$ cat config.mk
export PLATFORM = sky130hd
export DESIGN_NAME = pcd_payload_command_decoder
export DESIGN_NICKNAME = d
export VERILOG_FILES = /design/src/hdl/pcd_pkg.sv /design/src/hdl/pcd_bank_if.sv /design/src/hdl/pcd_param_bank.sv /design/src/hdl/pcd_payload_command_decoder.sv
export SDC_FILE = /design/constraint.sdc
export NUM_CORES = 2
export LEC_CHECK = 0
export BUFFER_PORTS_ARGS = -buffer_cell sky130_fd_sc_hd__buf_2
export CAP_MARGIN = 20
export CORE_MARGIN = 4
export CORE_UTILIZATION = 57
export DETAILED_ROUTE_END_ITERATION = 8
export PLACE_DENSITY = 0.77
export SKIP_CTS_REPAIR_TIMING = 1
export SYNTH_ARGS = -nofsm -noshare
export SYNTH_HDL_FRONTEND = slang
export SYNTH_HIERARCHICAL = 1
export SYNTH_SLANG_ARGS = --single-unit
$ cat constraint.sdc
create_clock -name CLK -period 6.5 [get_ports CLK]
set_input_delay 0.325 -clock CLK [delete_from_list [all_inputs] [get_ports CLK]]
set_output_delay 0.325 -clock CLK [all_outputs]
set_load 0.05 [all_outputs]
$ cat src/hdl/pcd_pkg.sv
package pcd_pkg;
  localparam int unsigned PCD_WORD_W = 32;
  localparam int unsigned PCD_PARAM_W = 16;
  localparam int unsigned PCD_VAL_W = 48;
  localparam int unsigned PCD_OP_W = 10;
  localparam int unsigned PCD_SLOT_W = 5;
  localparam int unsigned PCD_NUM_SLOTS = 26;
  localparam int unsigned PCD_ADDR_W = 12;
  localparam int unsigned PCD_CNT_W = 16;

  // Command word layout
  localparam int unsigned PCD_CLASS_HI = 15;
  localparam int unsigned PCD_CLASS_LO = 14;
  localparam int unsigned PCD_OP_LO = 0;
  localparam int unsigned PCD_PARAM_LO = 16;
  localparam logic [1:0] PCD_CLASS_PARAM = 2'h0;
  localparam logic [1:0] PCD_CLASS_PAYLOAD = 2'h1;

  // Parameter-only commands that this block snoops
  localparam logic [9:0] PCD_OP_COPY_SOURCE_REGION = 10'h130;
  localparam logic [9:0] PCD_OP_COPY_DESTINATION_REGION = 10'h131;
  localparam logic [9:0] PCD_OP_SET_COPY_ROW_COUNT = 10'h132;
  localparam logic [9:0] PCD_OP_INPUT_PRECISION_SETTING = 10'h185;
  localparam int unsigned PCD_STRIDE_MODE_LO = 9;
  localparam int unsigned PCD_PREC_LO = 2;
  localparam logic [1:0] PCD_PREC_32BIT = 2'h2;
  localparam logic [1:0] PCD_STRIDE_1D = 2'h0;

  // Payload command groups: first opcode, first slot, member count
  localparam logic [9:0] PCD_OP_INPUT_GROUP = 10'h000;
  localparam logic [9:0] PCD_OP_OUTPUT_GROUP = 10'h010;
  localparam logic [9:0] PCD_OP_STREAM_GROUP = 10'h020;
  localparam logic [9:0] PCD_OP_COPY_GROUP = 10'h030;
  localparam logic [9:0] PCD_GROUP_MASK = 10'h3f0;
  localparam logic [3:0] PCD_MAP_GROUP_LEN = 4'h7;
  localparam logic [3:0] PCD_COPY_GROUP_LEN = 4'h5;
  localparam logic [4:0] PCD_SLOT_INPUT = 5'h00;
  localparam logic [4:0] PCD_SLOT_INPUT_STRIDE = 5'h04;
  localparam logic [4:0] PCD_SLOT_OUTPUT = 5'h07;
  localparam logic [4:0] PCD_SLOT_OUTPUT_STRIDE = 5'h0b;
  localparam logic [4:0] PCD_SLOT_COEF_OFFSET = 5'h0e;
  localparam logic [4:0] PCD_SLOT_COEF_LENGTH = 5'h0f;
  localparam logic [4:0] PCD_SLOT_BIAS_LENGTH = 5'h11;
  localparam logic [4:0] PCD_SLOT_OUT_MULT = 5'h12;
  localparam logic [4:0] PCD_SLOT_FIRST_MULT = 5'h13;
  localparam logic [4:0] PCD_SLOT_SECOND_MULT = 5'h14;
  localparam logic [4:0] PCD_SLOT_COPY = 5'h15;
  localparam int unsigned PCD_SHIFT_W = 6;
  localparam int unsigned PCD_SCALE16_W = 16;
  localparam int unsigned PCD_BIAS_LEN_W = 20;

  // Register map, byte addresses
  localparam logic [11:0] PCD_REG_CTRL = 12'h000;
  localparam logic [11:0] PCD_REG_STATUS = 12'h004;
  localparam logic [11:0] PCD_REG_ROWS = 12'h008;
  localparam logic [11:0] PCD_REG_OPA_SHIFT = 12'h00c;
  localparam logic [11:0] PCD_REG_OPA_SCALE = 12'h010;
  localparam logic [11:0] PCD_REG_OPB_SCALE = 12'h014;
  localparam logic [11:0] PCD_REG_OUT_SHIFT = 12'h018;
  localparam logic [11:0] PCD_REG_OUT_SCALE = 12'h01c;
  localparam logic [11:0] PCD_REG_UNKNOWN = 12'h020;
  localparam logic [3:0] PCD_SLOT_AREA = 4'h1;
  localparam int unsigned PCD_CTRL_EN_BIT = 0;
  localparam int unsigned PCD_CTRL_MODE_LO = 1;
  localparam logic [2:0] PCD_CTRL_RESET = 3'h1;
  localparam logic [1:0] PCD_SCALE_MODE0 = 2'h0;
  localparam logic [1:0] PCD_SCALE_MODE1 = 2'h1;
  localparam logic [1:0] PCD_RESP_OKAY = 2'h0;
  localparam logic [1:0] PCD_RESP_SLVERR = 2'h2;

  typedef enum logic {PCD_ST_HEADER, PCD_ST_PAYLOAD} pcd_state_type;

  // Returns {hit, slot} for a payload-carrying opcode
  function automatic logic [5:0] pcd_slot_of(input logic [9:0] op);
    logic [3:0] low;
    low = op[3:0];
    pcd_slot_of = 6'h00;
    case (op & PCD_GROUP_MASK)
      PCD_OP_INPUT_GROUP: if (low < PCD_MAP_GROUP_LEN) pcd_slot_of = {1'b1, PCD_SLOT_INPUT + {1'b0, low}};
      PCD_OP_OUTPUT_GROUP: if (low < PCD_MAP_GROUP_LEN) pcd_slot_of = {1'b1, PCD_SLOT_OUTPUT + {1'b0, low}};
      PCD_OP_STREAM_GROUP: if (low < PCD_MAP_GROUP_LEN) pcd_slot_of = {1'b1, PCD_SLOT_COEF_OFFSET + {1'b0, low}};
      PCD_OP_COPY_GROUP: if (low < PCD_COPY_GROUP_LEN) pcd_slot_of = {1'b1, PCD_SLOT_COPY + {1'b0, low}};
      default: pcd_slot_of = 6'h00;
    endcase
  endfunction
endpackage

$ cat src/hdl/pcd_bank_if.sv
`timescale 1ns/10ps
interface pcd_bank_if;
  import pcd_pkg::*;
  logic wr_en;
  logic [PCD_SLOT_W-1:0] wr_idx;
  logic [PCD_VAL_W-1:0] wr_data;
  logic [PCD_SLOT_W-1:0] rd_idx;
  logic [PCD_VAL_W-1:0] rd_data;
  modport writer (output wr_en, output wr_idx, output wr_data, output rd_idx, input rd_data);
  modport bank (input wr_en, input wr_idx, input wr_data, input rd_idx, output rd_data);
endinterface

$ cat src/hdl/pcd_param_bank.sv
`timescale 1ns/10ps
module pcd_param_bank import pcd_pkg::*; #(
  parameter int unsigned SLOTS = PCD_NUM_SLOTS
) (
  input wire logic clk,
  input wire logic rst_b,
  pcd_bank_if.bank bus
);
  // Index width is fixed by the interface, so the slot count must fit in it
  if (SLOTS < 1 || SLOTS > (1 << PCD_SLOT_W)) begin : g_bad_slots
    $error("pcd_param_bank: SLOTS out of range");
  end

  logic [PCD_VAL_W-1:0] mem_r [SLOTS];
  logic [PCD_VAL_W-1:0] mem_nxt [SLOTS];

  genvar g;
  generate
    for (g = 0; g < SLOTS; g++) begin : g_slot
      always_comb begin
        mem_nxt[g] = mem_r[g];
        if (bus.wr_en && bus.wr_idx == PCD_SLOT_W'(g)) mem_nxt[g] = bus.wr_data;
      end
      always_ff @(posedge clk) begin
        if (!rst_b) mem_r[g] <= '0;
        else mem_r[g] <= mem_nxt[g];
      end
    end
  endgenerate

  // Unpopulated indices read as zero
  always_comb begin
    bus.rd_data = '0;
    if (32'(bus.rd_idx) < SLOTS) bus.rd_data = mem_r[bus.rd_idx];
  end
endmodule

$ cat src/hdl/pcd_payload_command_decoder.sv
// What this block does
// Bits 15:14 equal 1 mark payload command
// Opcode comes from bits 9:0
// Header plus 32-bit payload consumed together
// Offsets, strides, lengths are byte counts
// 0x000-0x003 load input tile offsets
// 0x004-0x006 load signed input strides
// 0x010-0x013 load output tile offsets
// 0x014-0x016 load signed output strides
// 0x020 coefficient offset, 0x021 32-bit length
// 0x022 bias offset, 0x023 20-bit length
// 0x024 output shift; 32-bit drops multiplier
// 0x025 first multiplier depends on mode
// 0x026 second multiplier only in mode 0
// 0x030/0x031 copy source, destination offsets
// 0x032 copy row or total length
// 0x033 skip after each row
// 0x034 skip after each plane
// Stride mode from region command bits 10:9
// Row count from parameter-only command
// Unlisted opcodes change nothing, payload consumed
//
// The address map and register access over AXI4-Lite were decided locally.
`timescale 1ns/10ps
module pcd_payload_command_decoder import pcd_pkg::*; (
  input wire logic CLK,
  input wire logic RST_B,
  input wire logic CMD_VALID,
  output logic CMD_READY,
  input wire logic [PCD_WORD_W-1:0] CMD_WORD,
  output logic PAYLOAD_PENDING,
  input wire logic [PCD_ADDR_W-1:0] AWADDR,
  input wire logic [2:0] AWPROT,
  input wire logic AWVALID,
  output logic AWREADY,
  input wire logic [PCD_WORD_W-1:0] WDATA,
  input wire logic [3:0] WSTRB,
  input wire logic WVALID,
  output logic WREADY,
  output logic [1:0] BRESP,
  output logic BVALID,
  input wire logic BREADY,
  input wire logic [PCD_ADDR_W-1:0] ARADDR,
  input wire logic [2:0] ARPROT,
  input wire logic ARVALID,
  output logic ARREADY,
  output logic [PCD_WORD_W-1:0] RDATA,
  output logic [1:0] RRESP,
  output logic RVALID,
  input wire logic RREADY
);
  pcd_bank_if bank_bus ();

  pcd_param_bank #(.SLOTS(PCD_NUM_SLOTS)) u_bank (
    .clk(CLK),
    .rst_b(RST_B),
    .bus(bank_bus)
  );

  pcd_state_type state_r, state_nxt;
  logic [PCD_OP_W-1:0] op_r, op_nxt;
  logic [PCD_PARAM_W-1:0] param_r, param_nxt;
  logic [1:0] stride_mode_r, stride_mode_nxt;
  logic prec32_r, prec32_nxt;
  logic [PCD_PARAM_W-1:0] rows_r, rows_nxt;
  logic [PCD_CNT_W-1:0] done_cnt_r, done_cnt_nxt;
  logic [PCD_CNT_W-1:0] unknown_cnt_r, unknown_cnt_nxt;
  logic [2:0] ctrl_r, ctrl_nxt;
  logic bvalid_r, bvalid_nxt;
  logic [1:0] bresp_r, bresp_nxt;
  logic rvalid_r, rvalid_nxt;
  logic [1:0] rresp_r, rresp_nxt;
  logic [PCD_WORD_W-1:0] rdata_r, rdata_nxt;

  logic accept;
  logic [1:0] word_class;
  logic [PCD_OP_W-1:0] word_op;
  logic [PCD_PARAM_W-1:0] word_param;
  logic [5:0] slot_hit;
  logic [1:0] scale_mode;
  logic wr_hs;
  logic rd_hs;

  assign word_class = CMD_WORD[PCD_CLASS_HI:PCD_CLASS_LO];
  assign word_op = CMD_WORD[PCD_OP_LO +: PCD_OP_W];
  assign word_param = CMD_WORD[PCD_PARAM_LO +: PCD_PARAM_W];
  assign slot_hit = pcd_slot_of(op_r);
  assign scale_mode = ctrl_r[PCD_CTRL_MODE_LO +: 2];
  // Stream stalls while software holds the decoder disabled
  assign CMD_READY = ctrl_r[PCD_CTRL_EN_BIT];
  assign accept = CMD_VALID && CMD_READY;
  assign PAYLOAD_PENDING = (state_r == PCD_ST_PAYLOAD);

  always_comb begin
    state_nxt = state_r;
    op_nxt = op_r;
    param_nxt = param_r;
    stride_mode_nxt = stride_mode_r;
    prec32_nxt = prec32_r;
    rows_nxt = rows_r;
    done_cnt_nxt = done_cnt_r;
    unknown_cnt_nxt = unknown_cnt_r;
    bank_bus.wr_en = 1'b0;
    bank_bus.wr_idx = slot_hit[PCD_SLOT_W-1:0];
    // Values are kept as byte quantities, no scaling applied
    bank_bus.wr_data = {param_r, CMD_WORD};
    case (slot_hit[PCD_SLOT_W-1:0])
      PCD_SLOT_COEF_LENGTH: bank_bus.wr_data = {{PCD_PARAM_W{1'b0}}, CMD_WORD};
      PCD_SLOT_BIAS_LENGTH: bank_bus.wr_data = PCD_VAL_W'(CMD_WORD[PCD_BIAS_LEN_W-1:0]);
      PCD_SLOT_OUT_MULT, PCD_SLOT_FIRST_MULT: bank_bus.wr_data = {10'h000, param_r[PCD_SHIFT_W-1:0], CMD_WORD};
      PCD_SLOT_SECOND_MULT: bank_bus.wr_data = {{PCD_PARAM_W{1'b0}}, CMD_WORD};
      default: bank_bus.wr_data = {param_r, CMD_WORD};
    endcase
    case (state_r)
      PCD_ST_HEADER: begin
        if (accept) begin
          if (word_class == PCD_CLASS_PAYLOAD) begin
            op_nxt = word_op;
            param_nxt = word_param;
            state_nxt = PCD_ST_PAYLOAD;
          end else if (word_class == PCD_CLASS_PARAM) begin
            if (word_op == PCD_OP_COPY_SOURCE_REGION || word_op == PCD_OP_COPY_DESTINATION_REGION) begin
              stride_mode_nxt = word_param[PCD_STRIDE_MODE_LO +: 2];
            end
            if (word_op == PCD_OP_SET_COPY_ROW_COUNT) rows_nxt = word_param;
            if (word_op == PCD_OP_INPUT_PRECISION_SETTING) prec32_nxt = (word_param[PCD_PREC_LO +: 2] == PCD_PREC_32BIT);
          end
        end
      end
      PCD_ST_PAYLOAD: begin
        if (accept) begin
          state_nxt = PCD_ST_HEADER;
          done_cnt_nxt = done_cnt_r + 1'b1;
          if (slot_hit[PCD_SLOT_W]) bank_bus.wr_en = 1'b1;
          else unknown_cnt_nxt = unknown_cnt_r + 1'b1;
        end
      end
      default: state_nxt = PCD_ST_HEADER;
    endcase
  end

  always_ff @(posedge CLK) begin
    if (!RST_B) begin
      state_r <= PCD_ST_HEADER;
      op_r <= '0;
      param_r <= '0;
      stride_mode_r <= PCD_STRIDE_1D;
      prec32_r <= 1'b0;
      rows_r <= '0;
      done_cnt_r <= '0;
      unknown_cnt_r <= '0;
    end else begin
      state_r <= state_nxt;
      op_r <= op_nxt;
      param_r <= param_nxt;
      stride_mode_r <= stride_mode_nxt;
      prec32_r <= prec32_nxt;
      rows_r <= rows_nxt;
      done_cnt_r <= done_cnt_nxt;
      unknown_cnt_r <= unknown_cnt_nxt;
    end
  end

  // Address and data are taken together, so either arrival order works
  assign wr_hs = AWVALID && WVALID && !bvalid_r;
  assign AWREADY = wr_hs;
  assign WREADY = wr_hs;
  assign rd_hs = ARVALID && !rvalid_r;
  assign ARREADY = !rvalid_r;
  assign BVALID = bvalid_r;
  assign BRESP = bresp_r;
  assign RVALID = rvalid_r;
  assign RRESP = rresp_r;
  assign RDATA = rdata_r;

  // Effective multiplier registers reuse the single bank read port
  always_comb begin
    bank_bus.rd_idx = ARADDR[PCD_SLOT_W+2:3];
    case (ARADDR)
      PCD_REG_OPA_SHIFT, PCD_REG_OPA_SCALE: bank_bus.rd_idx = PCD_SLOT_FIRST_MULT;
      PCD_REG_OPB_SCALE: bank_bus.rd_idx = PCD_SLOT_SECOND_MULT;
      PCD_REG_OUT_SHIFT, PCD_REG_OUT_SCALE: bank_bus.rd_idx = PCD_SLOT_OUT_MULT;
      default: bank_bus.rd_idx = ARADDR[PCD_SLOT_W+2:3];
    endcase
  end

  always_comb begin
    ctrl_nxt = ctrl_r;
    bvalid_nxt = bvalid_r && !BREADY;
    bresp_nxt = bresp_r;
    rvalid_nxt = rvalid_r && !RREADY;
    rresp_nxt = rresp_r;
    rdata_nxt = rdata_r;
    if (wr_hs) begin
      bvalid_nxt = 1'b1;
      bresp_nxt = PCD_RESP_SLVERR;
      if (AWADDR == PCD_REG_CTRL) begin
        bresp_nxt = PCD_RESP_OKAY;
        if (WSTRB[0]) ctrl_nxt = WDATA[2:0];
      end
    end
    if (rd_hs) begin
      rvalid_nxt = 1'b1;
      rresp_nxt = PCD_RESP_OKAY;
      rdata_nxt = '0;
      case (ARADDR)
        PCD_REG_CTRL: rdata_nxt = PCD_WORD_W'(ctrl_r);
        PCD_REG_STATUS: rdata_nxt = {done_cnt_r, 12'h000, prec32_r, stride_mode_r, PAYLOAD_PENDING};
        PCD_REG_ROWS: rdata_nxt = PCD_WORD_W'(rows_r);
        PCD_REG_OPA_SHIFT: begin
          if (scale_mode != PCD_SCALE_MODE0) rdata_nxt = PCD_WORD_W'(bank_bus.rd_data[PCD_WORD_W +: PCD_SHIFT_W]);
        end
        PCD_REG_OPA_SCALE: begin
          if (scale_mode == PCD_SCALE_MODE1) rdata_nxt = bank_bus.rd_data[PCD_WORD_W-1:0];
          else rdata_nxt = PCD_WORD_W'(bank_bus.rd_data[PCD_SCALE16_W-1:0]);
        end
        PCD_REG_OPB_SCALE: begin
          if (scale_mode == PCD_SCALE_MODE0) rdata_nxt = PCD_WORD_W'(bank_bus.rd_data[PCD_SCALE16_W-1:0]);
        end
        PCD_REG_OUT_SHIFT: rdata_nxt = PCD_WORD_W'(bank_bus.rd_data[PCD_WORD_W +: PCD_SHIFT_W]);
        PCD_REG_OUT_SCALE: begin
          if (!prec32_r) rdata_nxt = bank_bus.rd_data[PCD_WORD_W-1:0];
        end
        PCD_REG_UNKNOWN: rdata_nxt = PCD_WORD_W'(unknown_cnt_r);
        default: begin
          if (ARADDR[11:8] == PCD_SLOT_AREA && 32'(ARADDR[7:3]) < PCD_NUM_SLOTS) begin
            if (!ARADDR[2]) rdata_nxt = bank_bus.rd_data[PCD_WORD_W-1:0];
            else rdata_nxt = PCD_WORD_W'(bank_bus.rd_data[PCD_VAL_W-1:PCD_WORD_W]);
          end else begin
            rresp_nxt = PCD_RESP_SLVERR;
          end
        end
      endcase
    end
  end

  always_ff @(posedge CLK) begin
    if (!RST_B) begin
      ctrl_r <= PCD_CTRL_RESET;
      bvalid_r <= 1'b0;
      bresp_r <= PCD_RESP_OKAY;
      rvalid_r <= 1'b0;
      rresp_r <= PCD_RESP_OKAY;
      rdata_r <= '0;
    end else begin
      ctrl_r <= ctrl_nxt;
      bvalid_r <= bvalid_nxt;
      bresp_r <= bresp_nxt;
      rvalid_r <= rvalid_nxt;
      rresp_r <= rresp_nxt;
      rdata_r <= rdata_nxt;
    end
  end
endmodule

Yosys cells after proc, flatten, opt, wreduce, memory -nomap -nowiden --
Memories as Yosys holds them, arrays and structs flattened. Cells that the tools add are included.
Word-level totals: flip-flop bits (word level) 119, bits in writable memories 1248, logic and storage cells 287, memories 1
Cells by class: add/sub/neg operators 5, $lt $le $gt $ge 4, equality and inequality tests 70, mux-type cells 81, bitwise operators 29, reduce and logical (&&, ||, !) cells 83
Memories:
- u_bank.mem_r | depth 26, bits a word 48, rd ports 1, clocked after Yosys merged registers in 0, wr ports 26, RTL line pcd_param_bank.sv:14 | logic [PCD_VAL_W-1:0] mem_r [SLOTS];
Operator list (number):
- 48-bit 2-to-1 mux | 53
- 32-bit case mux with 9 select lines | 1
- 48-bit case mux with 3 select lines | 1
- 32-bit 2-to-1 mux | 4
- 2-bit AND reduction | 27
- 5-bit equality test (second input constant) | 10
- 12-bit by 5-bit equality test with 1-bit output (second input constant) | 4
- 10-bit by 9-bit equality test with 1-bit output (second input constant) | 4
- 5-bit by 4-bit equality test with 1-bit output (second input constant) | 8
- 1-bit logical AND | 33
- 16-bit by 1-bit adder with 16-bit output (second input constant) | 2
- 6-bit 2-to-1 mux | 5
- 1-bit != test (second input constant) | 26
- 1-bit bitwise OR | 26
- 12-bit by 4-bit equality test with 1-bit output (second input constant) | 2
- 12-bit logical NOT | 2
- 6-bit case mux with 4 select lines | 1
- 5-bit by 3-bit equality test with 1-bit output (second input constant) | 4
- 16-bit 2-to-1 mux | 1
- 5-bit case mux with 3 select lines | 1
- 5-bit AND reduction | 3
- 12-bit by 3-bit equality test with 1-bit output (second input constant) | 1
- 12-bit by 6-bit equality test with 1-bit output (second input constant) | 1
- 6-bit by 2-bit equality test with 1-bit output (second input constant) | 2
- 24 further kinds | 50

Depth between registers and ports, before layout --
depth after elaboration 10, depth in mapped cells 17, depth with buffers taken out 13

By module --
The synthesis kept the hierarchy.
By module, submodules not included:
- pcd_param_bank | times used 1, cells an instance 3618, area an instance 56426.6 um^2
- pcd_payload_command_decoder | times used 1, cells an instance 796, area an instance 6327.3 um^2

Worst setup path after synthesis --
OpenSTA, ideal clock, no wires.
path type register to register, start register op_r[1], end memory u_bank.mem_r[21][0] (enable), arrival time 5.938 ns, setup slack 0.042 ns, cell stages (with the launch flop) 11, clock period less this slack 6.458 ns, cells stage by stage dfxtp_1 -> inv_1 -> ha_1 -> or3b_2 -> a211oi_1 -> o31a_1 -> clkbuf_1 -> clkbuf_1 -> nor2b_1 -> nand3_1 -> o21ai_0
RTL lines:
- start: declaration | RTL line pcd_payload_command_decoder.sv:61 | logic [PCD_OP_W-1:0] op_r, op_nxt;
- start signal: assignment | RTL line pcd_payload_command_decoder.sv:154 | op_r <= op_nxt;
- end: declaration | RTL line pcd_param_bank.sv:14

Worst setup path in the final report --
start input port ARADDR[9], end register rdata_r[15], in the netlist RDATA[15]
Between the ends: word-level cells in the longest chain between the ends 8
Ends and longest elaborated chain:
- start: declaration | RTL line pcd_payload_command_decoder.sv:43 | input wire logic [PCD_ADDR_W-1:0] ARADDR,
- 12-bit by 5-bit equality test with 1-bit output / 12-bit by 4-bit equality test with 1-bit output (equally long branches) | RTL line pcd_payload_command_decoder.sv:179 | case (ARADDR)
- 2-bit OR reduction | RTL line pcd_payload_command_decoder.sv:179
- 5-bit case mux with 3 select lines * | RTL line pcd_payload_command_decoder.sv:179
- net bank_bus.rd_idx[0] | RTL line pcd_bank_if.sv:7 | logic [PCD_SLOT_W-1:0] rd_idx;
- memory 26 x 48 bit / 5-bit less-than comparator (equally long branches)
- 48-bit 2-to-1 mux * | RTL line pcd_param_bank.sv:34 | if (32'(bus.rd_idx) < SLOTS) bus.rd_data = mem_r[bus.rd_idx];
- net bank_bus.rd_data[15] | RTL line pcd_bank_if.sv:8 | logic [PCD_VAL_W-1:0] rd_data;
- 32-bit 2-to-1 mux | RTL line pcd_payload_command_decoder.sv:227 | if (!ARADDR[2]) rdata_nxt = bank_bus.rd_data[PCD_WORD_W-1:0];
- 32-bit 2-to-1 mux | RTL line pcd_payload_command_decoder.sv:226 | if (ARADDR[11:8] == PCD_SLOT_AREA && 32'(ARADDR[7:3]) < PCD_NUM_SLOTS) begin
- 32-bit case mux with 9 select lines * | RTL line pcd_payload_command_decoder.sv:206 | case (ARADDR)
- end signal: assignment | RTL line pcd_payload_command_decoder.sv:251 | rdata_r <= rdata_nxt;
- end: declaration | RTL line pcd_payload_command_decoder.sv:73 | logic [PCD_WORD_W-1:0] rdata_r, rdata_nxt;
Mark *: on every way through the listed nets, which the timed path passes. The rest lies on a longest branch. A chain may end at the register's enable or synchronous reset.

==> results.md <==
- Status: complete, no violations
- Count of flip-flops with a built-in enable after synthesis: 1248
- Routed vias: 39900
- DRT Pass-1 Iters: 8
- Shortest period the worst path allows: 5.42 ns
- Largest delay contributor family on the critical path: compound AO/OA/AOI/OAI gates
- Maximum count of clock buffers along a single path: 3
- Max stage delay on crit path: 0.89 ns
- Cell Count Post-Placement: 5736
- Type of the worst min-delay path: primary input to flop
- Finished layout cell area: 0.0701 mm^2
- Clock Sinks: 1365
- Internal: 14.6 mW
- Post-synthesis instance total: 4414
- Post-synthesis average cell area: 14.2 um^2
- Commonest non-fill, non-tap cell in the layout: and2_1
- Remaining global-route overflow: 0
- Count of warnings emitted by yosys: 6
- Highest-count cells in the layout ignoring fill and taps: and2_1 (1254), edfxtp_1 (1248), mux4_2 (242)
- Setup repair after global routing missed its margin: no
- Die boundary height: 340 um
- Share of the cycle needed by the critical path after routing: 83.4%
- CTS clk-pin slew, worst paths: 0.06 ns
- Hold path cells: 4
- Root Buffer Master: clkbuf_16
- Remaining max-slew budget at the tightest pin: 21.9%
- Share of async-settable or async-resettable flops after synthesis: 0%
- Critical path required time: 7.12 ns
- Post-DP Area: 0.0655 mm^2
- CTS tree: built
- NetSw: 4.46 mW
- Dominant synthesized flop cell: edfxtp_1
- Total routing resource utilization after global routing: 32.5%
- Sort of element at the start of the critical path: primary input
- Initial antenna violation count: 23
- Pleak: 25.4 nW
- Critical Setup Path Class: primary input to flop
- Routability cong.: 0.952
- Total wire length: 189000 um
- Die area: 0.115 mm^2
- Clock power frac: 40.5%
- Number of maximum-capacitance constraint violations: 0
- Core Util, Final: 64.2%
- Total negative slack: 0 ns
- Final Hold Viols: 0
- Count of buffers inserted at the top-level ports: 108
- Vias in the first global route: 38600
- Worst-skew pair later-pin latency: 0.76 ns
- Placed wire-length estimate: 107000 um
- Endpoint kind of the worst setup timing path: flop
- Post-route DRC violation count: 0
- Startpoint of the lowest-slack register-to-register path: op_r[1]$_SDFFE_PN0P_
- Maximum fanout along the worst path: 28
- Cell Chain, Critical Path: dlygate4sd3_1 > buf_2 > or3_1 > nor4_2 > a31o_4 > mux4_2 > a22oi_1 > o211ai_1 > mux2i_1 > o32ai_1 > nand4_1 > dlygate4sd3_1 > o21ai_0
- Number of DRC markers after the initial detailed-route iteration: 6084
- Power density over the cells: 273 mW/mm^2
- CTS buffer count: 143
- Yosys reg bits: 1365
- CTS H-tree depth: 4
- Sequential area share after synthesis: 63.5%
- Number of standard-cell rows in the floorplan: 121
- Setup slack on the worst flop-to-flop path: 1.28 ns
- Via/cell ratio: 6.61
- Net Sw Frac: 23.4%
- P&R area growth vs syn: 11.7%
- Share of cells above drive strength 1: 18.0%
- Buffering stage count on the worst path with inverters included: 3
- Hold EP: BRESP[1]$_SDFFE_PN0P_
- Distinct cell type count after synthesis: 72
- Horizontal extent of the die: 340 um
- Comb power frac: 7.5%
- Max Slew Vio Count: 0
- Hold path startpoint: AWADDR[8]
- Nets: 4544
- Reg2Reg Depth: 10
- Area of the core region: 0.109 mm^2
- Setup-failing EPs final: 0
- Terminus of the critical flop-to-flop path: u_bank/mem_r[2][25]$_SDFFCE_PN0P_
- Mean routed wirelength per cell: 31.3 um
- Post-layout instance count excluding filler cells: 6031
- Number of placed I/O pins: 149
- Wire length of the first global-routing pass: 270000 um
- Peak supply drop: 0.000227 V
- Slowest stage cell, crit path: a31o_4
- Crit path top cell by count: dlygate4sd3_1
- Remaining antenna violation count after routing: 0
- Sequential share of power: 52.0%
- Endpoint arrival time on the critical path: 6.04 ns
- Maximum number of pins on one net before global-route repair: 84
- Initial standard-cell utilization of the core: 57.5%
- Highest achievable clock rate: 184 MHz
- Syn Std Cell Area: 0.0628 mm^2
- Clk_skew: 0.0255 ns
- Tightest Pin Transition: 1.17 ns
metrics by stage:
stage / worst slack, ns / hold slack (ns) / power [mW]
after detailed placement: 1.21 / 0.446 / 11.5
after global placement: 1.25 / 0.444 / 11.5
after CTS: 1.51 / -0.279 / 19.1
final: 1.08 / 0.00876 / 19.1
after global routing: 0.997 / 0.0158 / 19.6
after floorplan: 0.0424 / 0.424 / 11.0
routing by layer:
metal	vias to the layer above	global-route usage [%]	routed length, um
met3	632	9.43	26800
met1	19900	43.5	65600
li1	16300	-	-
met2	3053	49.0	85000
met4	6	16.5	11600
met5	-	0	47
flip-flops by register name, indices dropped and copies added, names as in the netlist:
name	flops
u_bank/mem_r	1248
RDATA	32
done_cnt_r	16
param_r	16
rows_r	16
unknown_cnt_r	16
op_r	10
ctrl_r	3
stride_mode_r	2
BRESP	1
BVALID	1
PAYLOAD_PENDING	1
RRESP	1
RVALID	1
prec32_r	1
tightest hold or removal path: stages:
cell and delay [ns]:
buf_2 0.07, nor4_1 0.03, and4_1 0.19, nor2_1 0.10
synth_stat cells, types with 10 or more instances:
cell         n  area (um^2)
nor3_1      11         55.1
mux2i_1    135         1350
o211ai_1    49          368
a21oi_1     84          420
nand4_1     10         62.6
a221oi_1    76          666
and3_1      12         75.1
a211oi_1    25          188
buf_4       15          113
nand3_1     21          105
nand2_1    118          443
clkbuf_1   314         1180
nor2_1      94          353
dfxtp_1    117         2340
mux2_2      47          529
buf_2       39          195
inv_1       28          105
buf_6       24          270
edfxtp_1  1248        37500
o21ai_0     87          435
nand2b_1    59          369
xnor2_1     17          149
mux4_2     242         5450
a22oi_1    140         1050
nor2b_1     24          150
and2_1    1254         7850
power by group through the flow:
stage | Combinational, mW | Clock [mW] | Sequential [mW]
floorplan | 0.787 | 0 | 10.2
global placement | 1.37 | 0 | 10.1
detailed placement | 1.39 | 0 | 10.1
CTS | 1.40 | 7.78 | 9.94
global route | 1.48 | 8.17 | 9.96
finish | 1.44 | 7.73 | 9.94
worst max-delay path by stage:
stage                               startpoint                                end  cells after the start
final                                ARADDR[9]             RDATA[15]$_SDFFE_PN0P_                     13
after global routing                 ARADDR[9]             RDATA[15]$_SDFFE_PN0P_                     15
after CTS                 op_r[1]$_SDFFE_PN0P_  u_bank/mem_r[2][35]$_SDFFCE_PN0P_                     10
after detailed placement             ARADDR[6]             RDATA[11]$_SDFFE_PN0P_                     13
after global placement               ARADDR[6]             RDATA[11]$_SDFFE_PN0P_                     13
after floorplan           op_r[1]$_SDFFE_PN0P_  u_bank/mem_r[21][0]$_SDFFCE_PN0P_                     10
final cells by class:
class                      count  area [um^2]
timing repair buffer         281         2300
antenna                        8         20.0
inverter                      29          109
multi-input combinational   2611        21700
tap                         1476         1850
fill                        7677        39100
clock inverter                61          468
clock buffer                 200         3880
sequential                  1365        39800
cell families after synthesis:
| logic type | Yosys count | synth area share (%) |
|---|---|---|
| flip-flops | 1365 | 63.5 |
| XOR/XNOR | 26 | 0.363 |
| AO/OA/AOI/OAI | 499 | 5.53 |
| AND/OR/NAND/NOR | 1653 | 15.7 |
| buffers and inverters | 439 | 3.10 |
| other | 1 | 0.00598 |
| multiplexers | 424 | 11.7 |
| adder cells (fa/ha/maj) | 7 | 0.140 |
Note: power is estimated with default switching activity, not from simulation.
